$ cat src/logic/boot_pkg.sv
// Constants and types shared by the boot sequencer and the address decoder
package boot_pkg;
	// ============================================================
	// Boot mode codes on the strap pins
	localparam logic [1:0]  BOOT_NONE        = 2'h0;
	localparam logic [1:0]  BOOT_HOST        = 2'h1;
	localparam logic [1:0]  BOOT_EMIF        = 2'h2;
	localparam logic [1:0]  BOOT_MODE_RST    = 2'h0;
	// ============================================================
	// Boot copy
	localparam int          ROM_IMAGE_BYTES  = 1024;
	localparam int          BYTES_PER_WORD   = 4;
	localparam logic [31:0] ROM_BASE_ADDR    = 32'h9000_0000;
	localparam logic [31:0] CPU_START_ADDR   = 32'h0000_0000;
	localparam logic [31:0] COPY_DEST_ADDR   = 32'h0000_0000;
	// ============================================================
	// Address map
	localparam logic [31:0] INT_MEM_BASE     = 32'h0000_0000;
	localparam logic [31:0] INT_MEM_LAST     = 32'h0003_ffff;
	localparam logic [31:0] EMIF_CTRL_BASE   = 32'h0180_0000;
	localparam logic [31:0] EMIF_CTRL_LAST   = 32'h0183_ffff;
	localparam logic [31:0] EXT_MEM_BASE     = 32'h8000_0000;
	localparam logic [31:0] EXT_MEM_LAST     = 32'hbfff_ffff;
	localparam int          EXT_REGION_LSB   = 28;

	typedef enum logic [2:0] {
		REGION_NONE,
		REGION_INT_MEM,
		REGION_EMIF_CTRL,
		REGION_EXT_ZERO,
		REGION_EXT_ONE,
		REGION_EXT_TWO,
		REGION_EXT_THREE
	} region_t;
endpackage : boot_pkg

$ cat src/logic/boot_seq.sv
// Boot sequencer: reset release, CPU stall, host boot, ROM copy, host access decode
// Functional notes
// - Held in reset while reset pin low
// - Host boot stalls CPU, releases rest
// - Host reaches all memory while stalled
// - Interrupt bit ends stall, fetch at zero
// - Boot-ending interrupt never pends at CPU
// - Interrupt bit releases stall only in host boot
// - No further interrupts until CPU clears bit
// - Memory boot copies 1K from region one
// - ROM bytes assembled into 32-bit words
// - Copy is one single-frame block transfer
// - Copy done releases stall, fetch at zero
// - No boot starts at zero, no stall
// - Internal memory at zero, 256K
// - External memory four 256M regions upward
// - 256K window routes to memory interface registers
`timescale 1ns/10ps
`default_nettype none
module boot_seq #(
	parameter int ROM_BYTES = boot_pkg::ROM_IMAGE_BYTES
) (
	input  wire logic              i_clk,
	input  wire logic              i_rst,
	input  wire logic              i_reset_n,
	input  wire logic [1:0]        i_boot_mode,
	input  wire logic              i_big_endian,
	input  wire logic              i_hint_set,
	input  wire logic              i_cpu_hint_clr,
	input  wire logic              i_host_req,
	input  wire logic              i_host_we,
	input  wire logic [31:0]       i_host_addr,
	input  wire logic [31:0]       i_host_wdata,
	input  wire logic              i_rom_ack,
	input  wire logic [7:0]        i_rom_data,
	output var  logic              o_periph_rst,
	output var  logic              o_cpu_stall,
	output var  logic              o_cpu_go,
	output var  logic [31:0]       o_cpu_start_addr,
	output var  logic              o_hint_flag,
	output var  logic              o_cpu_int,
	output var  logic              o_bus_valid,
	output var  logic              o_bus_we,
	output var  boot_pkg::region_t o_bus_region,
	output var  logic [31:0]       o_bus_offset,
	output var  logic [31:0]       o_bus_wdata,
	output var  logic              o_rom_req,
	output var  logic [31:0]       o_rom_addr,
	output var  logic              o_rom_default_timing,
	output var  logic              o_mem_wr,
	output var  logic [31:0]       o_mem_addr,
	output var  logic [31:0]       o_mem_wdata,
	output var  logic              o_copy_done
);
	import boot_pkg::*;

	localparam int CNT_W = $clog2(ROM_BYTES) + 1;

	typedef enum logic [2:0] {
		ST_RESET,
		ST_HOST_WAIT,
		ST_COPY,
		ST_RUN
	} state_t;

	// ============================================================
	// Pin synchronisers
	logic [1:0] rstn_sync_r;
	logic [1:0] mode_s1_r;
	logic [1:0] mode_s2_r;
	logic [1:0] endian_sync_r;

	always_ff @(posedge i_clk) begin
		if (i_rst) begin
			rstn_sync_r   <= 2'h0;
			mode_s1_r     <= BOOT_MODE_RST;
			mode_s2_r     <= BOOT_MODE_RST;
			endian_sync_r <= 2'h0;
		end else begin
			rstn_sync_r   <= {rstn_sync_r[0], i_reset_n};
			mode_s1_r     <= i_boot_mode;
			mode_s2_r     <= mode_s1_r;
			endian_sync_r <= {endian_sync_r[0], i_big_endian};
		end
	end

	logic dev_rst;
	assign dev_rst = i_rst | ~rstn_sync_r[1];

	// ============================================================
	// Boot state
	state_t             state_r;
	logic [1:0]         mode_r;
	logic               big_endian_r;
	logic [CNT_W-1:0]   byte_cnt_r;
	logic [1:0]         lane_r;
	logic [31:0]        word_r;
	logic               hint_accept;
	logic               copy_last;

	assign hint_accept = i_hint_set & ~o_hint_flag;
	assign copy_last   = (state_r == ST_COPY) && o_rom_req && i_rom_ack
		&& (byte_cnt_r == CNT_W'(ROM_BYTES - 1));

	always_ff @(posedge i_clk) begin
		if (dev_rst) begin
			state_r      <= ST_RESET;
			mode_r       <= BOOT_MODE_RST;
			big_endian_r <= 1'b0;
		end else begin
			case (state_r)
				ST_RESET: begin
					mode_r       <= mode_s2_r;
					big_endian_r <= endian_sync_r[1];
					case (mode_s2_r)
						BOOT_HOST: state_r <= ST_HOST_WAIT;
						BOOT_EMIF: state_r <= ST_COPY;
						default:   state_r <= ST_RUN;
					endcase
				end
				ST_HOST_WAIT: begin
					if (hint_accept && mode_r == BOOT_HOST) begin
						state_r <= ST_RUN;
					end
				end
				ST_COPY: begin
					if (copy_last) begin
						state_r <= ST_RUN;
					end
				end
				default: state_r <= ST_RUN;
			endcase
		end
	end

	// ============================================================
	// CPU control
	always_ff @(posedge i_clk) begin
		if (dev_rst) begin
			o_periph_rst     <= 1'b1;
			o_cpu_stall      <= 1'b1;
			o_cpu_go         <= 1'b0;
			o_cpu_start_addr <= CPU_START_ADDR;
		end else begin
			o_periph_rst     <= 1'b0;
			o_cpu_start_addr <= CPU_START_ADDR;
			o_cpu_go         <= 1'b0;
			if (state_r == ST_RESET && mode_s2_r != BOOT_HOST && mode_s2_r != BOOT_EMIF) begin
				o_cpu_stall <= 1'b0;
				o_cpu_go    <= 1'b1;
			end else if (state_r == ST_HOST_WAIT && hint_accept) begin
				o_cpu_stall <= 1'b0;
				o_cpu_go    <= 1'b1;
			end else if (copy_last) begin
				o_cpu_stall <= 1'b0;
				o_cpu_go    <= 1'b1;
			end
		end
	end

	// ============================================================
	// Host-to-CPU interrupt bit
	always_ff @(posedge i_clk) begin
		if (dev_rst) begin
			o_hint_flag <= 1'b0;
			o_cpu_int   <= 1'b0;
		end else begin
			// Set wins over a clear in the same cycle
			if (i_hint_set) begin
				o_hint_flag <= 1'b1;
			end else if (i_cpu_hint_clr && state_r == ST_RUN) begin
				o_hint_flag <= 1'b0;
			end
			// Only a set seen by a running CPU pends
			o_cpu_int <= hint_accept && state_r == ST_RUN && !o_cpu_stall;
		end
	end

	// ============================================================
	// Boot copy engine
	always_ff @(posedge i_clk) begin
		if (dev_rst) begin
			byte_cnt_r           <= '0;
			lane_r               <= 2'h0;
			word_r               <= 32'h0000_0000;
			o_rom_req            <= 1'b0;
			o_rom_addr           <= ROM_BASE_ADDR;
			o_rom_default_timing <= 1'b0;
			o_mem_wr             <= 1'b0;
			o_mem_addr           <= COPY_DEST_ADDR;
			o_mem_wdata          <= 32'h0000_0000;
			o_copy_done          <= 1'b0;
		end else begin
			o_mem_wr <= 1'b0;
			if (state_r == ST_RESET) begin
				o_rom_req            <= mode_s2_r == BOOT_EMIF;
				o_rom_default_timing <= mode_s2_r == BOOT_EMIF;
				o_rom_addr           <= ROM_BASE_ADDR;
			end else if (state_r == ST_COPY && o_rom_req && i_rom_ack) begin
				// Byte order follows the system
				if (big_endian_r) begin
					word_r[8*(3-lane_r) +: 8] <= i_rom_data;
				end else begin
					word_r[8*lane_r +: 8] <= i_rom_data;
				end
				lane_r     <= lane_r + 2'h1;
				byte_cnt_r <= byte_cnt_r + CNT_W'(1);
				o_rom_addr <= o_rom_addr + 32'h0000_0001;
				if (lane_r == 2'h3) begin
					o_mem_wr   <= 1'b1;
					o_mem_addr <= COPY_DEST_ADDR + 32'(byte_cnt_r & ~CNT_W'(3));
					if (big_endian_r) begin
						o_mem_wdata <= {word_r[31:8], i_rom_data};
					end else begin
						o_mem_wdata <= {i_rom_data, word_r[23:0]};
					end
				end
				if (copy_last) begin
					o_rom_req            <= 1'b0;
					o_rom_default_timing <= 1'b0;
					o_copy_done          <= 1'b1;
				end
			end
		end
	end

	// ============================================================
	// Host access path through the address decoder
	logic host_ok;
	assign host_ok = i_host_req && state_r != ST_RESET;

	addr_decode u_decode (
		.i_clk    (i_clk),
		.i_rst    (dev_rst),
		.i_valid  (host_ok),
		.i_addr   (i_host_addr),
		.o_valid  (o_bus_valid),
		.o_region (o_bus_region),
		.o_offset (o_bus_offset)
	);

	always_ff @(posedge i_clk) begin
		if (dev_rst) begin
			o_bus_we    <= 1'b0;
			o_bus_wdata <= 32'h0000_0000;
		end else begin
			o_bus_we    <= host_ok & i_host_we;
			o_bus_wdata <= i_host_wdata;
		end
	end

	// ============================================================
	// Checks
	a_reset_holds_stall: assert property (@(posedge i_clk)
		!rstn_sync_r[1] |=> o_cpu_stall && o_periph_rst)
		else $error("stall not held during reset");
	a_host_boot_stall: assert property (@(posedge i_clk) disable iff (dev_rst)
		state_r == ST_HOST_WAIT |-> o_cpu_stall && !o_periph_rst)
		else $error("host boot must stall cpu only");
	a_hint_release: assert property (@(posedge i_clk) disable iff (dev_rst)
		state_r == ST_HOST_WAIT && i_hint_set && !o_hint_flag |=> !o_cpu_stall && o_cpu_go
		&& o_cpu_start_addr == 32'h0000_0000)
		else $error("interrupt bit did not release stall");
	a_no_boot_int: assert property (@(posedge i_clk) disable iff (dev_rst)
		state_r == ST_HOST_WAIT |=> !o_cpu_int)
		else $error("boot interrupt pended at cpu");
	a_hint_mode_only: assert property (@(posedge i_clk) disable iff (dev_rst)
		$fell(o_cpu_stall) && $past(state_r) == ST_HOST_WAIT |-> mode_r == BOOT_HOST)
		else $error("stall released outside host boot");
	a_hint_blocked: assert property (@(posedge i_clk) disable iff (dev_rst)
		o_hint_flag && !i_cpu_hint_clr |=> !o_cpu_int)
		else $error("interrupt accepted while bit set");
	a_copy_stall: assert property (@(posedge i_clk) disable iff (dev_rst)
		state_r == ST_COPY |-> o_cpu_stall && o_rom_default_timing)
		else $error("copy without stall or rom timing");
	a_word_assemble: assert property (@(posedge i_clk) disable iff (dev_rst)
		o_mem_wr |-> o_mem_addr[1:0] == 2'h0 && $past(lane_r) == 2'h3)
		else $error("word written before four bytes");
	a_copy_release: assert property (@(posedge i_clk) disable iff (dev_rst)
		copy_last |=> !o_cpu_stall && o_cpu_go && o_copy_done && !o_rom_req)
		else $error("copy end did not release cpu");
	a_no_boot_run: assert property (@(posedge i_clk) disable iff (dev_rst)
		state_r == ST_RESET && mode_s2_r == BOOT_NONE |=> !o_cpu_stall ##1 !o_rom_req)
		else $error("no boot did not start at once");
	a_mode_held: assert property (@(posedge i_clk) disable iff (dev_rst)
		state_r != ST_RESET && $past(state_r) != ST_RESET |-> $stable(mode_r))
		else $error("boot mode changed after sampling");
endmodule : boot_seq
`default_nettype wire

$ cat src/logic/addr_decode.sv
// Registered top-level address decoder
`timescale 1ns/10ps
`default_nettype none
module addr_decode (
	input  wire logic              i_clk,
	input  wire logic              i_rst,
	input  wire logic              i_valid,
	input  wire logic [31:0]       i_addr,
	output var  logic              o_valid,
	output var  boot_pkg::region_t o_region,
	output var  logic [31:0]       o_offset
);
	import boot_pkg::*;

	region_t     region_nxt;
	logic [31:0] offset_nxt;

	always_comb begin
		region_nxt = REGION_NONE;
		offset_nxt = 32'h0000_0000;
		if (i_addr <= INT_MEM_LAST) begin
			region_nxt = REGION_INT_MEM;
			offset_nxt = i_addr - INT_MEM_BASE;
		end else if (i_addr >= EMIF_CTRL_BASE && i_addr <= EMIF_CTRL_LAST) begin
			region_nxt = REGION_EMIF_CTRL;
			offset_nxt = i_addr - EMIF_CTRL_BASE;
		end else if (i_addr >= EXT_MEM_BASE && i_addr <= EXT_MEM_LAST) begin
			case (i_addr[EXT_REGION_LSB +: 2])
				2'h0: region_nxt = REGION_EXT_ZERO;
				2'h1: region_nxt = REGION_EXT_ONE;
				2'h2: region_nxt = REGION_EXT_TWO;
				default: region_nxt = REGION_EXT_THREE;
			endcase
			offset_nxt = {4'h0, i_addr[EXT_REGION_LSB-1:0]};
		end
	end

	always_ff @(posedge i_clk) begin
		if (i_rst) begin
			o_valid  <= 1'b0;
			o_region <= REGION_NONE;
			o_offset <= 32'h0000_0000;
		end else begin
			o_valid  <= i_valid;
			o_region <= region_nxt;
			o_offset <= offset_nxt;
		end
	end
endmodule : addr_decode
`default_nettype wire

$ cat config.mk
export PLATFORM = sky130hd
export DESIGN_NAME = boot_seq
export DESIGN_NICKNAME = d
export VERILOG_FILES = /design/src/logic/boot_pkg.sv /design/src/logic/boot_seq.sv /design/src/logic/addr_decode.sv
export SDC_FILE = /design/constraint.sdc
export NUM_CORES = 1
export LEC_CHECK = 0
export ABC_AREA = 1
export BUFFER_PORTS_ARGS = -buffer_cell sky130_fd_sc_hd__clkbuf_2
export CAP_MARGIN = 20
export CORE_ASPECT_RATIO = 2
export CORE_MARGIN = 3
export CORE_UTILIZATION = 37
export CTS_BUF_LIST = sky130_fd_sc_hd__clkbuf_4 sky130_fd_sc_hd__clkbuf_8
export CTS_CLUSTER_SIZE = 40
export DETAILED_ROUTE_END_ITERATION = 16
export GPL_ROUTABILITY_DRIVEN = 0
export HOLD_SLACK_MARGIN = 0.02
export SLEW_MARGIN = 20
export SYNTH_ARGS = -nofsm -noshare
export SYNTH_HDL_FRONTEND = slang
export SYNTH_SLANG_ARGS = --single-unit
$ cat constraint.sdc
create_clock -name i_clk -period 4.7 [get_ports i_clk]
set_input_delay 0.47 -clock i_clk [delete_from_list [all_inputs] [get_ports i_clk]]
set_output_delay 0.47 -clock i_clk [all_outputs]
set_load 0.02 [all_outputs]
# Word-level counts from Yosys, hierarchy flattened
# Index checks and enable logic that the tools add are counted.
dict set report word_totals {
  register_bits 209
  latch_bits 0
  mem_bits_rw 0
  rom_bits 0
  n_memories 0
}
dict set report op_classes {
  addsub 7
  n_mul 0
  div_mod_pow 0
  magnitude_cmp 5
  n_eq_ne 14
  n_shift 4
  mux 27
  bitwise_logic 8
  n_reduce_logical 30
}
# operator count
set ops {}
lappend ops {{32-bit two-way mux} 4}
lappend ops {{8-bit by 34-bit variable shift with 32-bit output (first input constant)} 2}
lappend ops {{8-bit by 34-bit variable part select with 32-bit output} 2}
lappend ops {{32-bit bitwise mux} 2}
lappend ops {{32-bit negator with 34-bit output} 1}
lappend ops {{5-bit negator with 34-bit output} 1}
lappend ops {{32-bit by 1-bit adder with 32-bit output (second input constant)} 1}
lappend ops {{32-bit by 25-bit greater-or-equal comparator with 1-bit output (second input constant)} 1}
lappend ops {{32-bit greater-or-equal comparator (second input constant)} 1}
lappend ops {{32-bit by 18-bit <= comparator with 1-bit output (second input constant)} 1}
lappend ops {{32-bit by 25-bit <= comparator with 1-bit output (second input constant)} 1}
lappend ops {{32-bit <= comparator (second input constant)} 1}
lappend ops {{32-bit by 25-bit subtractor with 32-bit output (second input constant)} 1}
lappend ops {{28-bit two-way mux} 1}
lappend ops {{3-bit one-hot mux with 3 select lines} 2}
lappend ops {{1-bit logical AND} 13}
lappend ops {{1-bit two-way mux} 13}
lappend ops {{11-bit by 1-bit adder with 11-bit output (second input constant)} 1}
lappend ops {{11-bit by 10-bit == test with 1-bit output (second input constant)} 1}
lappend ops {{2-bit by 1-bit == test with 1-bit output (second input constant)} 3}
lappend ops {{2-bit == test (second input constant)} 3}
lappend ops {{3-bit by 2-bit == test with 1-bit output (second input constant)} 2}
lappend ops {{3-bit two-way mux} 2}
lappend ops {{2-bit inequality test (second input constant)} 3}
lappend ops {{other kinds (19)} 32}

# Longest topological paths before layout
# Gate-level depths: netlist of the first run.
dict set report logic_depth {
  word_depth 7
  depth_mapped 13
  depth_no_buf 12
}

# By module
# Synthesis of the first run repeated with hierarchy kept, for this count alone.
dict set report unflattened {
  cells_unflattened 1234
  hier_area_um2 9057.4
}
# mod instances cells_each area_each_um2 seq_area_each_um2
set modules_own_cells {}
lappend modules_own_cells {boot_seq 1 1002 7393.3 3443.3}
lappend modules_own_cells {addr_decode 1 232 1664.1 720.7}

# Worst setup path after synthesis of the first run
# OpenSTA, ideal clock, no wires.
dict set report synth_timing {
  kind {register -> register}
  start {reg lane_r[0]}
  end {reg word_r[29]}
  setup_ps 65
  t_arrival_ps 1891
  required_ps 4635
  setup_slack_ps 2744
  path_stages_with_launch 10
  path_buffers 2
  period_less_slack_ps 1956
  path_cell_list {dfxtp_1 -> buf_2 -> inv_1 -> ha_1 -> nor2_1 -> buf_2 -> nand3_1 -> a21oi_1 -> a21oi_1 -> nor2_1}
}
dict set report synth_between {
  elab_chain_cells 5
}
# item line_no
set synth_lines {}
lappend synth_lines {{from (decl)} boot_seq.sv:96} ;# logic [1:0] lane_r;
lappend synth_lines {{from (signal assigned)} boot_seq.sv:206} ;# lane_r <= lane_r + 2'h1;
lappend synth_lines {{2-bit by 2-bit subtractor with 3-bit output} boot_seq.sv:202} ;# word_r[8*(3-lane_r) +: 8] <= i_rom_data;
lappend synth_lines {{32-bit negator with 34-bit output} boot_seq.sv:202}
lappend synth_lines {{8-bit by 34-bit variable part select with 32-bit output or 8-bit by 34-bit variable shift with 32-bit output (tied branches)} boot_seq.sv:202}
lappend synth_lines {{32-bit bitwise mux} boot_seq.sv:202}
lappend synth_lines {{32-bit two-way mux *} boot_seq.sv:201} ;# if (big_endian_r) begin
lappend synth_lines {{to (signal, indexed assignment)} boot_seq.sv:202}
lappend synth_lines {{to (signal, indexed assignment)} boot_seq.sv:204} ;# word_r[8*lane_r +: 8] <= i_rom_data;
lappend synth_lines {{to (decl)} boot_seq.sv:97} ;# logic [31:0] word_r;
# Every way passes the cells marked *; elsewhere a longest branch is shown, timed or not.
# A chain may end at the register's enable or synchronous reset.

# Worst setup path in the final report of the first run
dict set report layout_timing {
  start {reg lane_r[0]}
  end {reg word_r[27]}
}
# Same word-level chain as after synthesis.

==> results.cfg, run 1 <==
[run_status]
outcome = completed

[logic_synthesis]
edff_count_synth = 0
netlist_instances = 1317
yosys_reg_bits = 208
synth_top_area_share = 0.445
synth_top_cells_by_area = dfxtp_1 (44%), nand2_1 (10%), nor2_1 (8.3%), inv_1 (7.5%), a21oi_1 (5.4%)
synth.avg_cell_area_um2 = 7.11
ys_dominant_reg_cell = dfxtp_1
synth.cells.most_frequent = nand2_1 (257), dfxtp_1 (208), nor2_1 (206), inv_1 (188), a21oi_1 (101)
synth_sequential_area_ratio = 0.445
synth.cell_area_um2 = 9360
synthMostInstantiatedCell = nand2_1
ys.warnings.count = 0
post_synth_num_cell_types = 41
synthDominantAreaCellType = dfxtp_1
synth_async_sr_flop_share = 0

[routing]
detail_route.drc_violations = 0
routed_via_density = 4.65
wire_per_inst_um = 13.9
routed-via-count = 8770
finalWirelength_mm = 26.3
antenna_violating_nets_post_route = 0
drt_first_pass_iters = 5
initialDrtViolationCount = 350

[worst_setup_path]
critical_path.reg2reg.startpoint = lane_r[0]
reg2reg_to = word_r[27]
critPathMaxFanout = 16
endpoint_kind = register
worst-path-buf-inv = 1
cp_slowest_stage_delay_ns = 0.83
worst_ep_arrival_time_ns = 3.09
critPathRequiredTime_ns = 5.21
r2r_cells = 7
setup.worst_path.class = reg -> reg
critPathTopFamily = simple AND/OR/NAND/NOR gates
worstSetupStartpointType = register
cp.depth = 7
worstPathCellList = inv_1 -> ha_1 -> nor2_1 -> nand3_1 -> a21oi_1 -> a21oi_1 -> nor2_1
setup.reg_to_reg.worst_slack_ns = 2.11
cp_slowest_cell = nor2_1

[sta]
final.min_clock_period_ns = 2.59
hold_violations = 0
final_min_period_over_clock_period = 0.551
layout_setup_ws_ns = 2.11
tightestPinTransition_ns = 1.05
max-slew-margin-rel = 0.294
clock.fmax_ghz = 0.386
grt_setup_unrepaired = false
fin_tns_setup_ns = 0
final.setup_skew_ns = 0.0182
final-max-slew-violation-count = 0
setup_viol_count_final = 0

[die]
io_pins = 289
floorplan.die_area_um2 = 27400
num_rows = 81
floorplan.initialDensity = 0.379
die_span_in_x_um = 118
design.core.area_um2 = 24700
die_h_um = 231

[clocking]
cts.repair_timing.setup_buffer_count = 0
max-clock-path-buffers = 3
clkSinkCount = 208
htree_levels = 1
path_clk_slew_ns = 0.06
clk-insertion-delay-late_ns = 0.58
numCtsBuffers = 31
cts_root_buf = clkbuf_8
cts.repair.resized = 0
cts-hold-fix-buffers = 0
cts_tree = built

[placement]
half_perimeter_wire_length_of_the_detailed_placement_result_mm = 19.9
place_ws_ns = 2.16
placement.io_buffers = 233

[grt]
grt_util_met3 = 0.0390
grt_pass1_wl_mm = 41.2
number_of_global_route_vias_before_repair = 8532
grt_max_degree = 83
top_usage_layer = met2
initial_antenna_violation_count = 0
grtUsageMet2 = 0.379
globalRouteTotalUtil = 0.183
grt_overflow_total = 0
met1_usage = 0.162

[pwr]
leakage_nw = 5.00
vdd_drop_max_uv = 189
pwr_density_cell_nw_per_um2 = 315

[cells_and_area]
post_layout_net_count = 1630
synthToLayoutAreaGrowth_pct = 19.7
antenna-diode-count = 0
layout_cells_sized_above_1 = 0.207

[worst_hold_path]
hold_path.class = in -> reg
timing.hold.worst_endpoint = o_bus_wdata[12]
hold_path_depth = 3
hp-start = i_host_wdata[12]

[run]
maxCapViolations = 0
-- power breakdown --
group | switching, mW | internal (mW) | total, mW
Sequential | 0.00392 | 1.77 | 1.78
Clock | 0.688 | 0.867 | 1.55
Combinational | 0.144 | 0.0537 | 0.198
Total | 0.835 | 2.69 | 3.53
-- worst reg2reg max path: cells and delay by family (launching register included) --
family / cells / cell delay [ns]
compound gates: 2 / 0.25
fa+ha+maj: 1 / 0.40
buf+inv: 1 / 0.19
flops: 1 / 0.58
simple gates: 3 / 1.10
-- cells in the final DEF, fill, tap and decap left out, types with 8 or more instances in the layout --
| cell type | count |
|---|---|
| a21oi_1 | 101 |
| o21ai_0 | 43 |
| clkbuf_8 | 39 |
| a31oi_1 | 8 |
| clkbuf_2 | 233 |
| a211oi_1 | 32 |
| ha_1 | 11 |
| dfxtp_1 | 208 |
| conb_1 | 55 |
| inv_1 | 188 |
| nand2_1 | 257 |
| nand4_1 | 17 |
| clkbuf_4 | 9 |
| nor2_1 | 205 |
| nand3_1 | 67 |
| nor3_1 | 15 |
-- worst max-delay path by stage --
| stage | startpoint | end | slack, ns |
|---|---|---|---|
| 2_1_floorplan | lane_r[0] | word_r[29] | 2.74 |
| 3_3_place_gp | lane_r[0] | word_r[29] | 2.25 |
| 3_5_place_dp | lane_r[0] | word_r[29] | 2.16 |
| 4_1_cts | lane_r[0] | word_r[27] | 2.14 |
| 5_1_grt | lane_r[0] | word_r[26] | 1.88 |
| 6_report | lane_r[0] | word_r[27] | 2.11 |
-- cell type report --
class | count | area [um2]
Sequential cell | 208 | 4160
Clock buffer | 48 | 604
Fill cell | 2681 | 13500
Inverter | 193 | 724
Tap cell | 332 | 415
Clock inverter | 5 | 53.8
Multi-Input combinational cell | 863 | 4040
Timing Repair Buffer | 239 | 1210
-- state kept, by name, indices dropped and copies added, names as in the netlist, 2 cells and up --
| name | flops |
|---|---|
| o_mem_addr | 9 |
| u_decode.o_offset | 32 |
| mode_s2_r | 2 |
| u_decode.o_region | 3 |
| endian_sync_r | 2 |
| state_r | 2 |
| lane_r | 2 |
| mode_s1_r | 2 |
| mode_r | 2 |
| rstn_sync_r | 2 |
| byte_cnt_r | 11 |
| word_r | 32 |
| o_mem_wdata | 32 |
| o_bus_wdata | 32 |
| o_rom_addr | 32 |
-- cell families after synthesis --
kind of cell             count (synthesis)  share of synthesized area
buffers and inverters                  300                      0.146
AO/OA/AOI/OAI                          196                      0.117
adder cells (fa/ha/maj)                 11                     0.0147
AND/OR/NAND/NOR                        591                      0.267
XOR/XNOR                                10                    0.00935
flip-flops                             208                      0.445
other                                    1                   0.000401
-- per-layer routing --
metal / share of wire / up-vias
met4: 0.041 / 0
met3: 0.063 / 75
met5: 0 / -
li1: - / 4455
met2: 0.56 / 275
met1: 0.33 / 3965
-- metrics by stage --
stage               cell area, um2  utilization  hold slack [ns]  power, mW  instances
finish                       11200        0.453           0.0866       3.53       1888
detailed placement           10600        0.427            0.396       2.01       1835
global placement             10600        0.427            0.395       2.01       1835
CTS                          11200        0.453           0.0438       3.59       1888
floorplan                     9570            -            0.388       1.98       1371
global route                 11200        0.453           0.0601       3.69       1888
Note: power is estimated with default switching activity, not from simulation.
==> run 2: changes to the inputs <==
==> constraint.sdc (replaced) <==
create_clock -name i_clk -period 2.5 [get_ports i_clk]
set_input_delay 0.25 -clock i_clk [delete_from_list [all_inputs] [get_ports i_clk]]
set_output_delay 0.25 -clock i_clk [all_outputs]
set_load 0.02 [all_outputs]
==> results.cfg, run 2 (synthesized netlist as in run 1, its figures left out) <==
[run_status]
outcome = completed

[run]
maxCapViolations = 0

[routing]
route.met3.wl_mm = 1.55
detail_route.drc_violations = 0
routed_via_density = 4.66
top_signal_layer_used = met4
antenna_violating_nets_post_route = 0
met2_wirelength_mm = 15.9
routed-via-count = 9212
sum_of_routed_wire_segments_on_met1_mm = 9.12
drt_first_pass_iters = 6
wire_per_inst_um = 14.1
initialDrtViolationCount = 392
finalWirelength_mm = 28.0

[sta]
tightestPinTransition_ns = 0.946
hold_slack_ns = 0.0693
clock.fmax_ghz = 0.454
final.min_clock_period_ns = 2.20
final.setup_skew_ns = 0.0227
final_min_period_over_clock_period = 0.880
hold_violations = 0
final-max-slew-violation-count = 0
setup_viol_count_final = 0
fin_tns_setup_ns = 0
max-slew-margin-rel = 0.369
grt_setup_unrepaired = false

[cells_and_area]
filler_instances = 2575
synthToLayoutAreaGrowth_pct = 29.0
layout_cells_sized_above_1 = 0.201
mostFrequentLayoutCell = nand2_1
final_core_util = 0.488
final_cell_mix = nand2_1 (257), clkbuf_2 (233), dfxtp_1 (208)
post_layout_net_count = 1717

[placement]
placement.io_buffers = 233
half_perimeter_wire_length_of_the_detailed_placement_result_mm = 20.3

[clocking]
cts.repair_timing.setup_buffer_count = 0
cts.repair.resized = 0
cts_root_buf = clkbuf_8
clkSinkCount = 208
path_clk_slew_ns = 0.07
numCtsBuffers = 31
htree_levels = 1
cts_tree = built
max-clock-path-buffers = 3
clk-insertion-delay-late_ns = 0.59

[die]
die_span_in_x_um = 118
io_pins = 289
floorplan.initialDensity = 0.379
die_h_um = 231
num_rows = 81
design.core.area_um2 = 24700
floorplan.die_area_um2 = 27400

[worst_setup_path]
cp_slowest_cell = dlygate4sd3_1
setup.worst_path.class = in -> reg
worst-path-buf-inv = 5
endpoint_kind = register
critPathRequiredTime_ns = 2.99
critPathTopFamily = buffers and inverters
crit_top_cell = nor2_1
cp_slowest_stage_delay_ns = 0.55
worst_ep_arrival_time_ns = 2.69
worstPathCellList = dlygate4sd3_1 -> clkbuf_2 -> inv_1 -> ha_1 -> inv_1 -> nor2_1 -> nand2_1 -> nor2_1 -> nand2_1 -> nand3_1 -> nor2_1 -> nor2_1 -> dlygate4sd3_1 -> nor2_1
critPathMaxFanout = 5
worstSetupStartpointType = input pin

[worst_hold_path]
hold_path.class = in -> reg

[grt]
grt_pass1_wl_mm = 44.0
globalRouteTotalUtil = 0.196
grt_max_degree = 89
initial_antenna_violation_count = 0
number_of_global_route_vias_before_repair = 9022
grt_overflow_total = 0

[pwr]
leakage_nw = 5.38
vdd_drop_max_uv = 385
pwr_density_cell_nw_per_um2 = 558
==> run 2: changes by cell type in the layout (fill, tap and decap cells not counted), sizes merged <==
cell and delta:
dlygate4sd3 +79, buf +8, clkinvlp +2, clkbuf -1, diode +1
==> run 2: layout make-up <==
| cell class | count | area [um2] | share of cell area |
|---|---|---|---|
| clock buffer | 47 | 591 | 0.0489 |
| inverter | 193 | 724 | 0.0600 |
| antenna | 1 | 2.50 | 0.000207 |
| timing repair buffer | 326 | 2070 | 0.172 |
| sequential | 208 | 4160 | 0.345 |
| tap | 332 | 415 | 0.0344 |
| multi-input combinational | 863 | 4040 | 0.334 |
| clock inverter | 7 | 65.1 | 0.00539 |
==> run 2: path summary, 6_finish.rpt <==
kind / startpoint / end / slack, ns / cells after the start
worst max-delay path: i_host_addr[28] / u_decode.o_offset[28] / 0.30 / 14
worst min-delay path: i_rom_data[7] / word_r[15] / 0.07 / 3
worst max register to register: lane_r[1] / word_r[8] / 0.49 / 10
worst min register to register: mode_s1_r[0] / mode_s2_r[0] / 0.40 / 2
==> run 2: worst reg2reg max path: stages, from the launching register on <==
cell and delay [ns]:
dfxtp_1 0.41, inv_1 0.09, ha_1 0.37, inv_1 0.16
nor3_1 0.25, nand2_1 0.11, a21oi_2 0.30, nand2_1 0.08
nand2_1 0.06, nand2_1 0.04, inv_1 0.08
==> run 2: what timing repair did <==
action,CTS,global route
endpoints found under the hold margin,78,0
endpoints found under the setup margin,0,0
hold buffers,79,0
==> run 2: per-stage QoR <==
stage / power, mW / area, um2 / cells / worst slack, ns
floorplan: 3.72 / 9570 / 1371 / 0.544
CTS: 6.86 / 12100 / 1976 / 0.362
global route: 7.04 / 12100 / 1976 / 0.160
detailed placement: 3.79 / 10600 / 1843 / 0.410
global placement: 3.79 / 10600 / 1843 / 0.495
finish: 6.74 / 12100 / 1977 / 0.299
==> run 2: metal layers <==
metal	global-route usage	up-vias
li1	-	4627
met1	0.173	4178
met2	0.403	314
met3	0.0358	93
met4	0.108	0
met5	0	-
==> run 2: where the power goes <==
part | switching, mW | leakage, nW | internal [mW]
Sequential | 0.00776 | 1.68 | 3.34
Combinational | 0.293 | 3.36 | 0.181
Clock | 1.32 | 0.345 | 1.60
Total | 1.62 | 5.38 | 5.12
==> run 3: changes to the inputs <==
--- a/config.mk
+++ b/config.mk
@@ -16,6 +16,7 @@
 export DETAILED_ROUTE_END_ITERATION = 16
 export GPL_ROUTABILITY_DRIVEN = 0
 export HOLD_SLACK_MARGIN = 0.02
+export RECOVER_POWER = 50
 export SLEW_MARGIN = 20
 export SYNTH_ARGS = -nofsm -noshare
 export SYNTH_HDL_FRONTEND = slang
==> results.cfg, run 3 (synthesized netlist as in run 1, its figures left out) <==
[routing]
detail_route.drc_violations = 0
routed_via_density = 4.66
finalWirelength_mm = 28.0
antenna_violating_nets_post_route = 0
wire_per_inst_um = 14.1
routed-via-count = 9203
initialDrtViolationCount = 391
drt_first_pass_iters = 7

[grt]
grt_max_degree = 89
grt_overflow_total = 0
initial_antenna_violation_count = 0
number_of_global_route_vias_before_repair = 9022
grt_pass1_wl_mm = 44.0
globalRouteTotalUtil = 0.196

[sta]
setup_viol_count_final = 0
tightestPinTransition_ns = 0.940
layout_setup_ws_ns = 0.284
final-max-slew-violation-count = 0
final_min_period_over_clock_period = 0.886
hold_violations = 0
clock.fmax_ghz = 0.451
max-slew-margin-rel = 0.374
fin_tns_setup_ns = 0
grt_setup_unrepaired = false
final.setup_skew_ns = 0.0211
final.min_clock_period_ns = 2.22

[die]
floorplan.die_area_um2 = 27400
die_span_in_x_um = 118
design.core.area_um2 = 24700
num_rows = 81
floorplan.initialDensity = 0.379
io_pins = 289
die_h_um = 231

[pwr]
internal_dissipation_mw = 5.12
finalPower_mw = 6.73
p_comb_frac = 0.070
power_switching_share = 0.240
vdd_drop_max_uv = 386
leakage_nw = 4.86
power.clock.fraction = 0.434
power.share.sequential = 0.497
pwr_density_cell_nw_per_um2 = 567
net-switching-power_mw = 1.62

[run]
maxCapViolations = 0

[worst_setup_path]
critPathRequiredTime_ns = 2.98
endpoint_kind = register
worst_ep_arrival_time_ns = 2.70
setup.worst_path.class = in -> reg
critPathMaxFanout = 5
worstSetupStartpointType = input pin

[clocking]
path_clk_slew_ns = 0.07
cts_tree = built
htree_levels = 1
clkSinkCount = 208
cts_root_buf = clkbuf_8
max-clock-path-buffers = 3
cts.repair_timing.setup_buffer_count = 0
numCtsBuffers = 31
cts.repair.resized = 0
clk-insertion-delay-late_ns = 0.59
cts-hold-fix-buffers = 79

[run_status]
outcome = completed

[cells_and_area]
layout_cells_sized_above_1 = 0.108
post_layout_net_count = 1717
mostFrequentLayoutCell = nand2_1
synthToLayoutAreaGrowth_pct = 26.8
final_cell_mix = nand2_1 (257), dfxtp_1 (208), nor2_1 (206)

[placement]
placement.io_buffers = 233
half_perimeter_wire_length_of_the_detailed_placement_result_mm = 20.3
place_ws_ns = 0.410

[worst_hold_path]
hold_path.class = in -> reg
## run 3: changes by cell type in the layout (fill, tap and decap cells not counted), sizes merged
cell    delta
buf        -1
clkbuf     +1
inv        -1
clkinv     +1
## run 3: layer usage
layer  GRT usage  vias up  share of wire
li1            -     4629              -
met1       0.173     4173           0.33
met2       0.403      309           0.57
met3      0.0358       92          0.053
met4       0.108        0          0.052
met5           0        -              0
## run 3: stage by stage
stage	hold WS, ns	util	instance area [um2]	std cells
2_1_floorplan	0.357	-	9570	1371
5_1_grt	0.0629	0.480	11900	1976
4_1_cts	0.0300	0.488	12100	1976
6_report	0.0690	0.480	11900	1977
3_3_place_gp	0.391	0.430	10600	1843
3_5_place_dp	0.393	0.430	10600	1843
## run 3: worst paths after layout
kind | start | to | slack (ns) | depth (start not counted)
setup / recovery | i_host_addr[28] | u_decode.o_offset[28] | 0.28 | 14
hold reg to reg | mode_s1_r[0] | mode_s2_r[0] | 0.40 | 2
setup reg to reg | state_r[1] | o_rom_addr[6] | 0.43 | 6
hold / removal | i_rom_data[7] | word_r[15] | 0.07 | 3
## run 3: power by group through the flow
stage / combinational, mW / sequential, mW / clock, mW
after floorplan: 0.281 / 3.43 / 0
after global placement: 0.371 / 3.42 / 0
after detailed placement: 0.373 / 3.42 / 0
after CTS: 0.472 / 3.34 / 3.05
after global routing: 0.516 / 3.34 / 3.17
final: 0.470 / 3.34 / 2.92
## run 3: critical path, cell delays in order
cell and delay [ns]:
dlygate4sd3_1 0.54, clkbuf_2 0.14, inv_1 0.13, ha_1 0.26, inv_1 0.06, nor2_1 0.14, nand2_1 0.07, nor2_1 0.11
nand2_1 0.11, nand3_1 0.15, nor2_1 0.06, nor2_1 0.08, dlygate4sd3_1 0.56, nor2_1 0.04
## run 3: cell type report
type                       instances  area, um2
clock inverter                     7       65.1
timing repair buffer             326       1880
multi-input combinational        863       4030
fill                            2650      12900
antenna                            1       2.50
inverter                         193        724
clock buffer                      47        591
tap                              332        415
sequential                       208       4160
